--- config.mk ---
export PLATFORM = sky130hd
export DESIGN_NAME = bct_term
export DESIGN_NICKNAME = d
export VERILOG_FILES = /design/src/bct_pkg.sv /design/src/bct_term.sv /design/src/bct_sync.sv
export SDC_FILE = /design/constraint.sdc
export NUM_CORES = 1
export LEC_CHECK = 0
export BUFFER_PORTS_ARGS = -buffer_cell sky130_fd_sc_hd__clkbuf_2
export CORE_MARGIN = 1
export CORE_UTILIZATION = 56
export CTS_BUF_LIST = sky130_fd_sc_hd__clkbuf_4 sky130_fd_sc_hd__clkbuf_8
export CTS_CLUSTER_DIAMETER = 60
export DETAILED_ROUTE_END_ITERATION = 7
export PLACE_DENSITY = 0.81
export SLEW_MARGIN = 15
export SYNTH_ARGS = -nofsm -noshare
export SYNTH_HDL_FRONTEND = slang
export SYNTH_SLANG_ARGS = --single-unit
--- constraint.sdc ---
create_clock -name i_clk_sys -period 4.1 [get_ports i_clk_sys]
set_input_delay 0.205 -clock i_clk_sys [delete_from_list [all_inputs] [get_ports i_clk_sys]]
set_output_delay 0.205 -clock i_clk_sys [all_outputs]
set_load 0.005 [all_outputs]
--- src/bct_pkg.sv ---
// bct_pkg: shared types and constants for the bus cycle termination block
// assumes a single 125 MHz bus clock and an external cycle requester
package bct_pkg;
	localparam int          BCT_DATA_W   = 32;         // data bus width
	localparam int          BCT_BURST_W  = 2;          // transfer index width
	localparam logic [1:0]  BCT_LEN_ONE  = 2'h0;       // count-1 for single transfer
	localparam logic [1:0]  BCT_LEN_BURST = 2'h3;      // count-1 for four-beat burst
	localparam logic        BCT_PIN_IDLE = 1'h1;       // inactive level of low-true pins
	localparam logic [BCT_DATA_W-1:0] BCT_DATA_RST = 32'h0000_0000; // read data at reset

	// bus cycle state, gray along idle -> first -> rest; both bits change from rest back to idle
	typedef enum logic [1:0] {
		BCT_IDLE  = 2'b00,  // no cycle on the bus
		BCT_FIRST = 2'b01,  // first clock, ready ignored
		BCT_XFER  = 2'b11   // second and later clocks, ready sampled
	} bct_state_t;

	// cycle request from the core side
	typedef struct packed {
		logic       burst;  // four transfers instead of one
		logic       write;  // write cycle, else read
	} bct_req_t;

	// per-transfer report to the core side
	typedef struct packed {
		logic                  valid;  // one transfer finished
		logic                  last;   // cycle finished with it
		logic                  abort;  // ended by ordinary ready with burst ready also low
		logic [BCT_BURST_W-1:0] index;  // transfer number in the cycle
		logic [BCT_DATA_W-1:0]  data;   // latched read data
	} bct_beat_t;
endpackage

--- src/bct_term.sv ---
// bct_term: ends processor bus cycles on burst ready or ordinary ready,
// drives the last-transfer pin and latches read data per transfer.
// assumes the partner drives the ready pins low-true, a pull-up when undriven,
// and that the core holds i_start/i_req only while o_busy is low.
`timescale 1ns/1ps
module bct_term
	import bct_pkg::*;
(
	input  wire logic                      i_clk_sys,          // bus clock 125 MHz
	input  wire logic                      i_rst,              // async reset, high
	input  wire logic                      i_start,            // start cycle, one pulse
	input  wire bct_pkg::bct_req_t         i_req,              // cycle kind with start
	input  wire logic                      i_hold,             // bus surrendered
	input  wire logic                      i_burst_ready_n,    // burst ready pin, low-true
	input  wire logic                      i_ready_n,          // ordinary ready pin, low-true
	input  wire logic [bct_pkg::BCT_DATA_W-1:0] i_data,        // data bus pins
	output logic                           o_final_transfer_n, // last-transfer pin out
	output logic                           o_final_transfer_oe,// high while driven
	output logic                           o_busy,             // cycle in progress
	output bct_pkg::bct_beat_t             o_beat              // transfer report
);
	import bct_pkg::*;

	logic                  bst_ready_s;     // synchronised burst ready, low-true
	logic                  rdy_s;           // synchronised ordinary ready, low-true
	logic                  hold_s;          // synchronised hold request
	logic [BCT_DATA_W-1:0] data_s1;         // data first stage
	logic [BCT_DATA_W-1:0] data_s2;         // data second stage
	bct_state_t            state;           // bus cycle state
	bct_state_t            next_state;      // next cycle state
	bct_req_t              req;             // kind of running cycle
	bct_req_t              next_req;        // next kind
	logic [1:0]            left;            // transfers remaining minus one
	logic [1:0]            next_left;       // next remaining
	logic [1:0]            idx;             // transfer index
	logic [1:0]            next_idx;        // next index
	logic                  next_ft_n;       // next last-transfer level
	logic                  next_ft_oe;      // next output enable
	logic                  next_busy;       // next busy
	bct_beat_t             next_beat;       // next report
	logic                  bst_hit;         // burst ready counted this clock
	logic                  rdy_hit;         // ordinary ready counted this clock
	logic                  done;            // cycle ends this clock

	// ready pins arrive asynchronously; pull-up makes idle read as high
	bct_sync #(.RST_VAL(BCT_PIN_IDLE)) u_sync_bst (
		.i_clk_sys (i_clk_sys),
		.i_rst     (i_rst),
		.i_pin     (i_burst_ready_n),
		.o_level   (bst_ready_s)
	);
	bct_sync #(.RST_VAL(BCT_PIN_IDLE)) u_sync_rdy (
		.i_clk_sys (i_clk_sys),
		.i_rst     (i_rst),
		.i_pin     (i_ready_n),
		.o_level   (rdy_s)
	);
	bct_sync #(.RST_VAL(1'b0)) u_sync_hold (
		.i_clk_sys (i_clk_sys),
		.i_rst     (i_rst),
		.i_pin     (i_hold),
		.o_level   (hold_s)
	);

	// last transfer when nothing is left to count
	function automatic logic is_last(input logic [1:0] rem);
		is_last = (rem == BCT_LEN_ONE);
	endfunction

	// next-state logic for the cycle
	always_comb begin
		next_state = state;
		next_req   = req;
		next_left  = left;
		next_idx   = idx;
		next_beat  = '0;
		next_beat.data = o_beat.data;
		// only low counts as ready; high or floating is not ready
		// sampling only in the second clock onward
		rdy_hit  = (state == BCT_XFER) && !rdy_s;
		bst_hit  = (state == BCT_XFER) && !bst_ready_s && rdy_s;  // ordinary ready overrides
		// finish on burst ready during last transfer, or on any ordinary ready
		done     = rdy_hit || (bst_hit && is_last(left));
		case (state)
			BCT_IDLE: begin
				if (i_start && !hold_s) begin
					next_state = BCT_FIRST;
					next_req   = i_req;
					next_left  = i_req.burst ? BCT_LEN_BURST : BCT_LEN_ONE;
					next_idx   = 2'h0;
				end
			end
			BCT_FIRST: begin
				next_state = BCT_XFER;  // ready ignored at end of first clock
			end
			BCT_XFER: begin
				if (rdy_hit || bst_hit) begin
					next_beat.valid = 1'b1;
					next_beat.last  = done;
					next_beat.abort = rdy_hit && !bst_ready_s;
					next_beat.index = idx;
					// read data captured on every counted ready
					if (!req.write) begin
						next_beat.data = data_s2;
					end
					next_idx  = idx + 2'h1;
					next_left = left - 2'h1;
				end
				if (done) begin
					next_state = BCT_IDLE;  // next cycle may start
				end
			end
			default: begin
				next_state = BCT_IDLE;
			end
		endcase
		// released in hold, asserted on last transfer of any cycle
		next_ft_oe = !hold_s;
		next_ft_n  = !((next_state != BCT_IDLE) && is_last(next_left));
		next_busy  = (next_state != BCT_IDLE);
	end

	// registers only
	always_ff @(posedge i_clk_sys or posedge i_rst) begin
		if (i_rst) begin
			state              <= BCT_IDLE;
			req                <= '0;
			left               <= BCT_LEN_ONE;
			idx                <= 2'h0;
			data_s1            <= BCT_DATA_RST;
			data_s2            <= BCT_DATA_RST;
			o_final_transfer_n <= BCT_PIN_IDLE;
			o_final_transfer_oe <= 1'b0;
			o_busy             <= 1'b0;
			o_beat             <= '0;
		end else begin
			state              <= next_state;
			req                <= next_req;
			left               <= next_left;
			idx                <= next_idx;
			data_s1            <= i_data;   // aligned with the ready synchronisers
			data_s2            <= data_s1;
			o_final_transfer_n <= next_ft_n;
			o_final_transfer_oe <= next_ft_oe;
			o_busy             <= next_busy;
			o_beat             <= next_beat;
		end
	end
endmodule

--- src/bct_sync.sv ---
// bct_sync: two-flop synchroniser for one pin level
// assumes the pin is sampled against i_clk_sys only
`timescale 1ns/1ps
module bct_sync #(
	parameter logic RST_VAL = 1'b1          // level held during reset
) (
	input  wire logic i_clk_sys,            // bus clock
	input  wire logic i_rst,                // async reset, high
	input  wire logic i_pin,                // raw pin level
	output logic      o_level               // synchronised level
);
	logic meta;                             // first stage, read only by o_level
	logic next_meta;                        // next first stage
	logic next_level;                       // next second stage

	// no logic between the stages
	always_comb begin
		next_meta  = i_pin;
		next_level = meta;
	end

	// registers only
	always_ff @(posedge i_clk_sys or posedge i_rst) begin
		if (i_rst) begin
			meta    <= RST_VAL;
			o_level <= RST_VAL;
		end else begin
			meta    <= next_meta;
			o_level <= next_level;
		end
	end
endmodule

-- Word level (Yosys, flattened, before mapping)
Index checks and enable logic that the tools add are counted.
- bits in registers: 117
- bits in latches: 0
- bits in writable memories: 0
- ROM bits: 0
- input bits: 40
- output and inout port bits: 40
- word-level logic and storage cells: 61
- memories kept: 0
- add/sub/neg operators: 2
- $mul: 0
- div/mod/pow operators: 0
- order comparisons: 0
- equal/unequal tests: 4
- shifts and indexed selects: 0
- muxes and demuxes: 13
- bitwise logic cells: 1
- reduce and logical (&&, ||, !) cells: 21
- operator list (operator ; count):
    37-bit two-way mux ; 2
    32-bit two-way mux ; 1
    2-bit two-way mux ; 7
    2-bit case mux with 2 select lines ; 2
    1-bit logical AND ; 7
    2-bit zero test ; 3
    2-bit case mux with 3 select lines ; 1
    3-bit AND reduction ; 2
    1-bit zero test ; 4
    2-bit nonzero test ; 2
    2-bit by 1-bit adder with 2-bit output, second input constant ; 1
    2-bit by 1-bit == test with 1-bit output, second input constant ; 1
    2-bit == test, second input constant ; 1
    1-bit logical OR ; 2
    2-bit by 1-bit != test with 1-bit output, second input constant ; 1
    2-bit != test, second input constant ; 1
    2-bit AND reduction ; 1
    2-bit by 1-bit subtractor with 2-bit output, second input constant ; 1
    1-bit NOT ; 1

-- Logic depth before layout (Yosys ltp)
- word-level depth: 10
- depth in mapped cells: 7
- depth with buffers taken out: 6

-- Modules after synthesis
A second synthesis with hierarchy kept.
- cell total of the unflattened synthesis: 210
- area total of the unflattened synthesis: 3863.7 um^2
- by module, submodules not included (module ; instances ; cells an instance ; area each (um^2) ; seq. area each (um^2)):
    bct_term ; 1 ; 201 ; 3697.3 ; 2778.9
    bct_sync at u_sync_bst ... ; 2 ; 3 ; 56.3 ; 52.6
    bct_sync at u_sync_hold ; 1 ; 3 ; 53.8 ; 50.0

-- Worst setup path after synthesis
Ideal clock, no wire load.
- path kind: register to register
- start point: register state[0]
- end point: register o_beat[0] (netlist bit)
- setup time: 125 ps
- arrival time: 1532 ps
- data required time: 3975 ps
- setup slack: 2443 ps
- stages on the path, launching flop included: 7
- buffers on the path: 2
- clock period less this slack: 1657 ps
- path through: dfrtp_1 ha_1 buf_6 a21bo_4 nor2_8 buf_6 mux2_2
- word-level cells in the longest chain between the ends: 5
- elaborated cells on any way between the ends: 6
- those cells by class: eq/ne (1); reduce/logical (5)
- ends and longest elaborated chain (what ; RTL line ; source):
    start: declaration ; bct_term.sv:29 ; bct_state_t state;
    start signal: assignment ; bct_term.sv:137 ; state <= next_state;
    2-bit == test (*) ; bct_term.sv:80, bct_term.sv:81, bct_term.sv:84 ;
    1-bit logical AND (2 in a row) ; bct_term.sv:81 ; bst_hit = (state == BCT_XFER) && !bst_ready_s && rdy_s;
    1-bit logical OR ; bct_term.sv:97 ; if (rdy_hit || bst_hit) begin
    3-bit AND reduction (no line) (*) ; n/a ;
    end signal: assignment ; bct_term.sv:146 ; o_beat <= next_beat;
    end: declaration ; bct_term.sv:20 ; output bct_pkg::bct_beat_t o_beat
Every way passes the cells marked *; elsewhere a longest branch is shown, timed or not.
A chain may end at the register's enable or synchronous reset.

-- Worst setup path after layout
- start point: register state[1]
- end point: register o_beat[6] (netlist bit)
Same word-level chain as after synthesis.

==> results.md <==
- The flow ran to the end, and the final reports show no timing, DRC or antenna violations.
- The sum of net half-perimeters after detailed placement is 3700 um.
- The routing usage on met1 is around a quarter.
- The area growth from synthesis to layout is 33.0%.
- For this block, the initial DRC count from the detailed router was 79.
- Entering global routing, the biggest net connects 56 pins.
- For this configuration, the core starts out at a cell density of between 50 and 60%.
- The slew at the pin closest to its max-slew limit is ~0.66 ns.
- The post-synth net total is between 200 and 300.
- The number of rows in the core area is 29.
- The type of destination of the critical path is a flip-flop.
- Of the cells placed in the final design, the portion with a size suffix greater than 1 is a little over two fifths.
- The critical path required time is between 4 and 5 ns.
- The final cycle utilization of the critical path is between 50% and 60%.
- The TritonCTS clock tree is done.
- The y dimension of the die is ~84 um.
- The critical path is of the flip-flop to flip-flop type.
- For this block, the routed nets add up to 6310 um of wire.
- The post-cts sizing count is 0.
- The finished cells cover between 4000 and 5000 um2.
- The via count of the first global-routing pass is between 2000 and 2500.
- The reg-to-reg critical path startpoint is state[1].
- The clock drives 117 sinks.
- The number of diodes is 0.
- The die footprint is 7010 um2.
- The routing layer with the top usage in global route is met2.
- The number of primary I/O pins is 80.
- The count of yosys warnings during synthesis is 0.
- The path category of the worst min-delay check is primary input to flip-flop.
- The top cell type by area accounts for approximately three quarters of the synthesized area.
- Along the worst path, the maximum fanout reaches 32.
- After clock tree synthesis, the clock-pin slew on the worst setup and hold paths is ~0.070 ns.
- For this run, design rule violations remaining after detail routing come to 0.
- The post-synthesis sequential element count is between 100 and 150.
- The total number of vias is between 2000 and 2500.
- In the global route stage, met3 resource usage came out at about 6.6%.
- For this design the static power due to leakage is ~2.4 nW.
- The routed design could run at a clock period as short as between 2 and 2.5 ns.
- The initial antenna violation count is 0.
- The maximum clock insertion buffer count is 2.
- The hold slack is around 0.055 ns.
- The floorplan step defined a core boundary enclosing 6390 um2.
- The tightest slew margin relative to the limit is between 50 and 60%.
- Setup total negative slack on the finished layout was measured at 0 ns.
- Setup repair after global routing left no endpoint under its margin.
- The total power divided by cell area is around 660 nW/um2.
- By area the synthesized netlist is led by dfrtp_1 75%, mux2_2 8.1%, dfstp_2 3.5%, mux2_1 1.8%, ha_1 1.7%.
- The weighted congestion reported at the end of routability-driven placement is ~0.76.
- The clock tree synthesis step divided the H-tree into 4 levels.
- The detailed-router iteration count before antenna repair is 4.
- The per-cell via count in the routed design is roughly 5.
- Setup violations remaining at the end of the flow were counted as 0.
- Timing analysis after detailed placement gives a worst setup slack of ~2.0 ns.
- In this run the remaining antenna-violating nets after routing total 0.
- The instance area at placement is approximately 4200 um2.
- The critical path starts at state[1].
- The fraction of met2 tracks used by global routing is between 30% and 40%.
- The number of hold buffers added after CTS was 36.
- Global routing finished with a remaining overflow of 0.
- Buffers placed on the I/O ports in this run total 79.
- After synthesis the cells add up to around 3700 um2.
- For this run, the register share of the synthesized area comes to between 70% and 80%.
- The cell taking the most area after synthesis is dfrtp_1.
- Clock latency on the worst-skew pair, taken at its later pin, is 0.41 ns.
- The final worst-path setup slack is 2.01 ns.
- Across the routed clock network, the largest skew measured is a little over 0.009 ns.
- The number of filler cells placed in the layout is roughly 370.
- STA classifies the critical path startpoint as a flip-flop.
- At the worst endpoint, the arrival time is 2.38 ns.
- The global-route wire length before repair is approximately 11000 um.
- The overall fraction of global-route tracks in use is 20.3%.
- The number of max-capacitance violations reported is 0.
- Buffers added to address setup during post-CTS repair amount to 0.
- The count of cell types in the netlist is 35.
- Based on the critical path, the design can be clocked at up to 0.478 GHz.
- The average cell area after synthesis is around 18 um2.
- The clock buffer count from CTS is 17.
- The number of hold-slack violations in the final timing report is 0.
- The critical hold path startpoint is i_req[0].
- The count of pins over their slew limit is 0.
- Overall power consumption after layout is estimated at around 3.3 mW.
- The net count of the finished layout is slightly below 400.
- The root buffer cell chosen for the clock tree is clkbuf_8.
- The cell count after synthesis came out at around 210.
- The die outline width is approximately 84 um.
- The maximum vdd drop is approximately 0.42 mV.
- The detailed-route wire length per cell is approximately 15 um.
## cell families (layout without fill, tap and decap cells)
logic type,after synthesis,in the layout,share of synthesized area (%)
multiplexers,33,33,9.94
AO/OA/AOI/OAI,18,18,3.92
buffers and inverters,12,156,2.14
flip-flops,117,117,78.5
AND/OR/NAND/NOR,24,24,3.85
adder cells (fa/ha/maj),5,5,1.67
## placed cells by master (no fill, tap or decap), types with 3 or more instances in the layout
cell	Yosys	layout
dfrtp_1	112	112
nor2_1	5	5
ha_1	5	5
bufinv_16	0	3
clkbuf_8	0	19
nand2_1	5	5
mux2_1	6	6
dlygate4sd3_1	0	36
nand2b_1	3	3
inv_1	7	6
clkbuf_2	0	79
dfstp_2	5	5
clkbuf_4	0	3
nand3_1	3	3
clkinv_2	0	4
mux2_2	27	27
## path summary, 6_finish.rpt
kind	depth (start not counted)	slack [ns]	endpoint
worst max-delay path	4	2.01	o_beat[6]
worst min-delay path	2	0.06	req[0]
worst max register to register	4	2.01	o_beat[6]
worst min register to register	0	0.35	data_s2[8]
max in group asynchronous	4	2.89	o_beat[34]
min in group asynchronous	3	0.28	o_beat[19]
## critical path: stages (launching register included)
cell	delay, ns
dfrtp_1	0.44
ha_1	0.35
a21bo_4	0.31
nor2_8	0.44
mux2_2	0.40
## where the power goes
group	internal (mW)	switching, mW	total (mW)
Combinational	0.371	0.304	0.675
Clock	0.648	0.422	1.07
Sequential	1.39	0.128	1.52
Total	2.41	0.854	3.26
## Yosys cell counts
cell       number
ha_1            5
nor2_1          5
or2_2           1
mux2_2         27
a32o_1          1
inv_1           7
nor2_8          1
buf_6           4
o21a_1          1
nor2b_1         1
nand3_1         3
mux2_1          6
o22ai_1         1
nand2b_1        3
a221oi_1        1
a21o_1          2
o2111ai_1       1
o21ba_2         1
a21boi_0        2
a22o_1          1
and2_2          1
a21bo_4         1
inv_6           1
o211ai_1        1
and3_2          1
nor3b_1         1
a41oi_1         1
nand2_1         5
or3_1           1
a21oi_1         2
dfstp_2         5
dfrtp_1       112
o2bb2ai_1       1
nand2_4         1
o21ai_0         1
## layout make-up
class / count / area (um2) / share of cell area (%)
clock inverters: 9 / 126 / 2.54
inverters: 8 / 37.5 / 0.755
well taps: 77 / 96.3 / 1.94
flip-flops and latches: 117 / 2930 / 59.0
clock buffers: 22 / 284 / 5.71
repair buffers: 117 / 771 / 15.5
multi-input cells: 80 / 724 / 14.6
## stage by stage
| step | utilization [%] | instances |
|---|---|---|
| after floorplan | - | 209 |
| after global placement | 65.8 | 363 |
| after detailed placement | 65.8 | 363 |
| after CTS | 77.9 | 430 |
| after global routing | 77.9 | 430 |
| final | 77.9 | 430 |
## flip-flops by register name (all words and copies together) (netlist names)
name	cells
o_beat	37
data_s1	32
data_s2	32
idx	2
left	2
state	2
o_busy	1
o_final_transfer_n	1
o_final_transfer_oe	1
req	1
u_sync_bst.meta	1
u_sync_bst.o_level	1
u_sync_hold.meta	1
u_sync_hold.o_level	1
u_sync_rdy.meta	1
u_sync_rdy.o_level	1
## metal layers
layer  vias up  wire length, um
met5         -                0
met4         0               29
met3         4              250
met2        63             3400
met1      1061             2630
li1        970                -
Note: power is estimated with default switching activity, not from simulation.
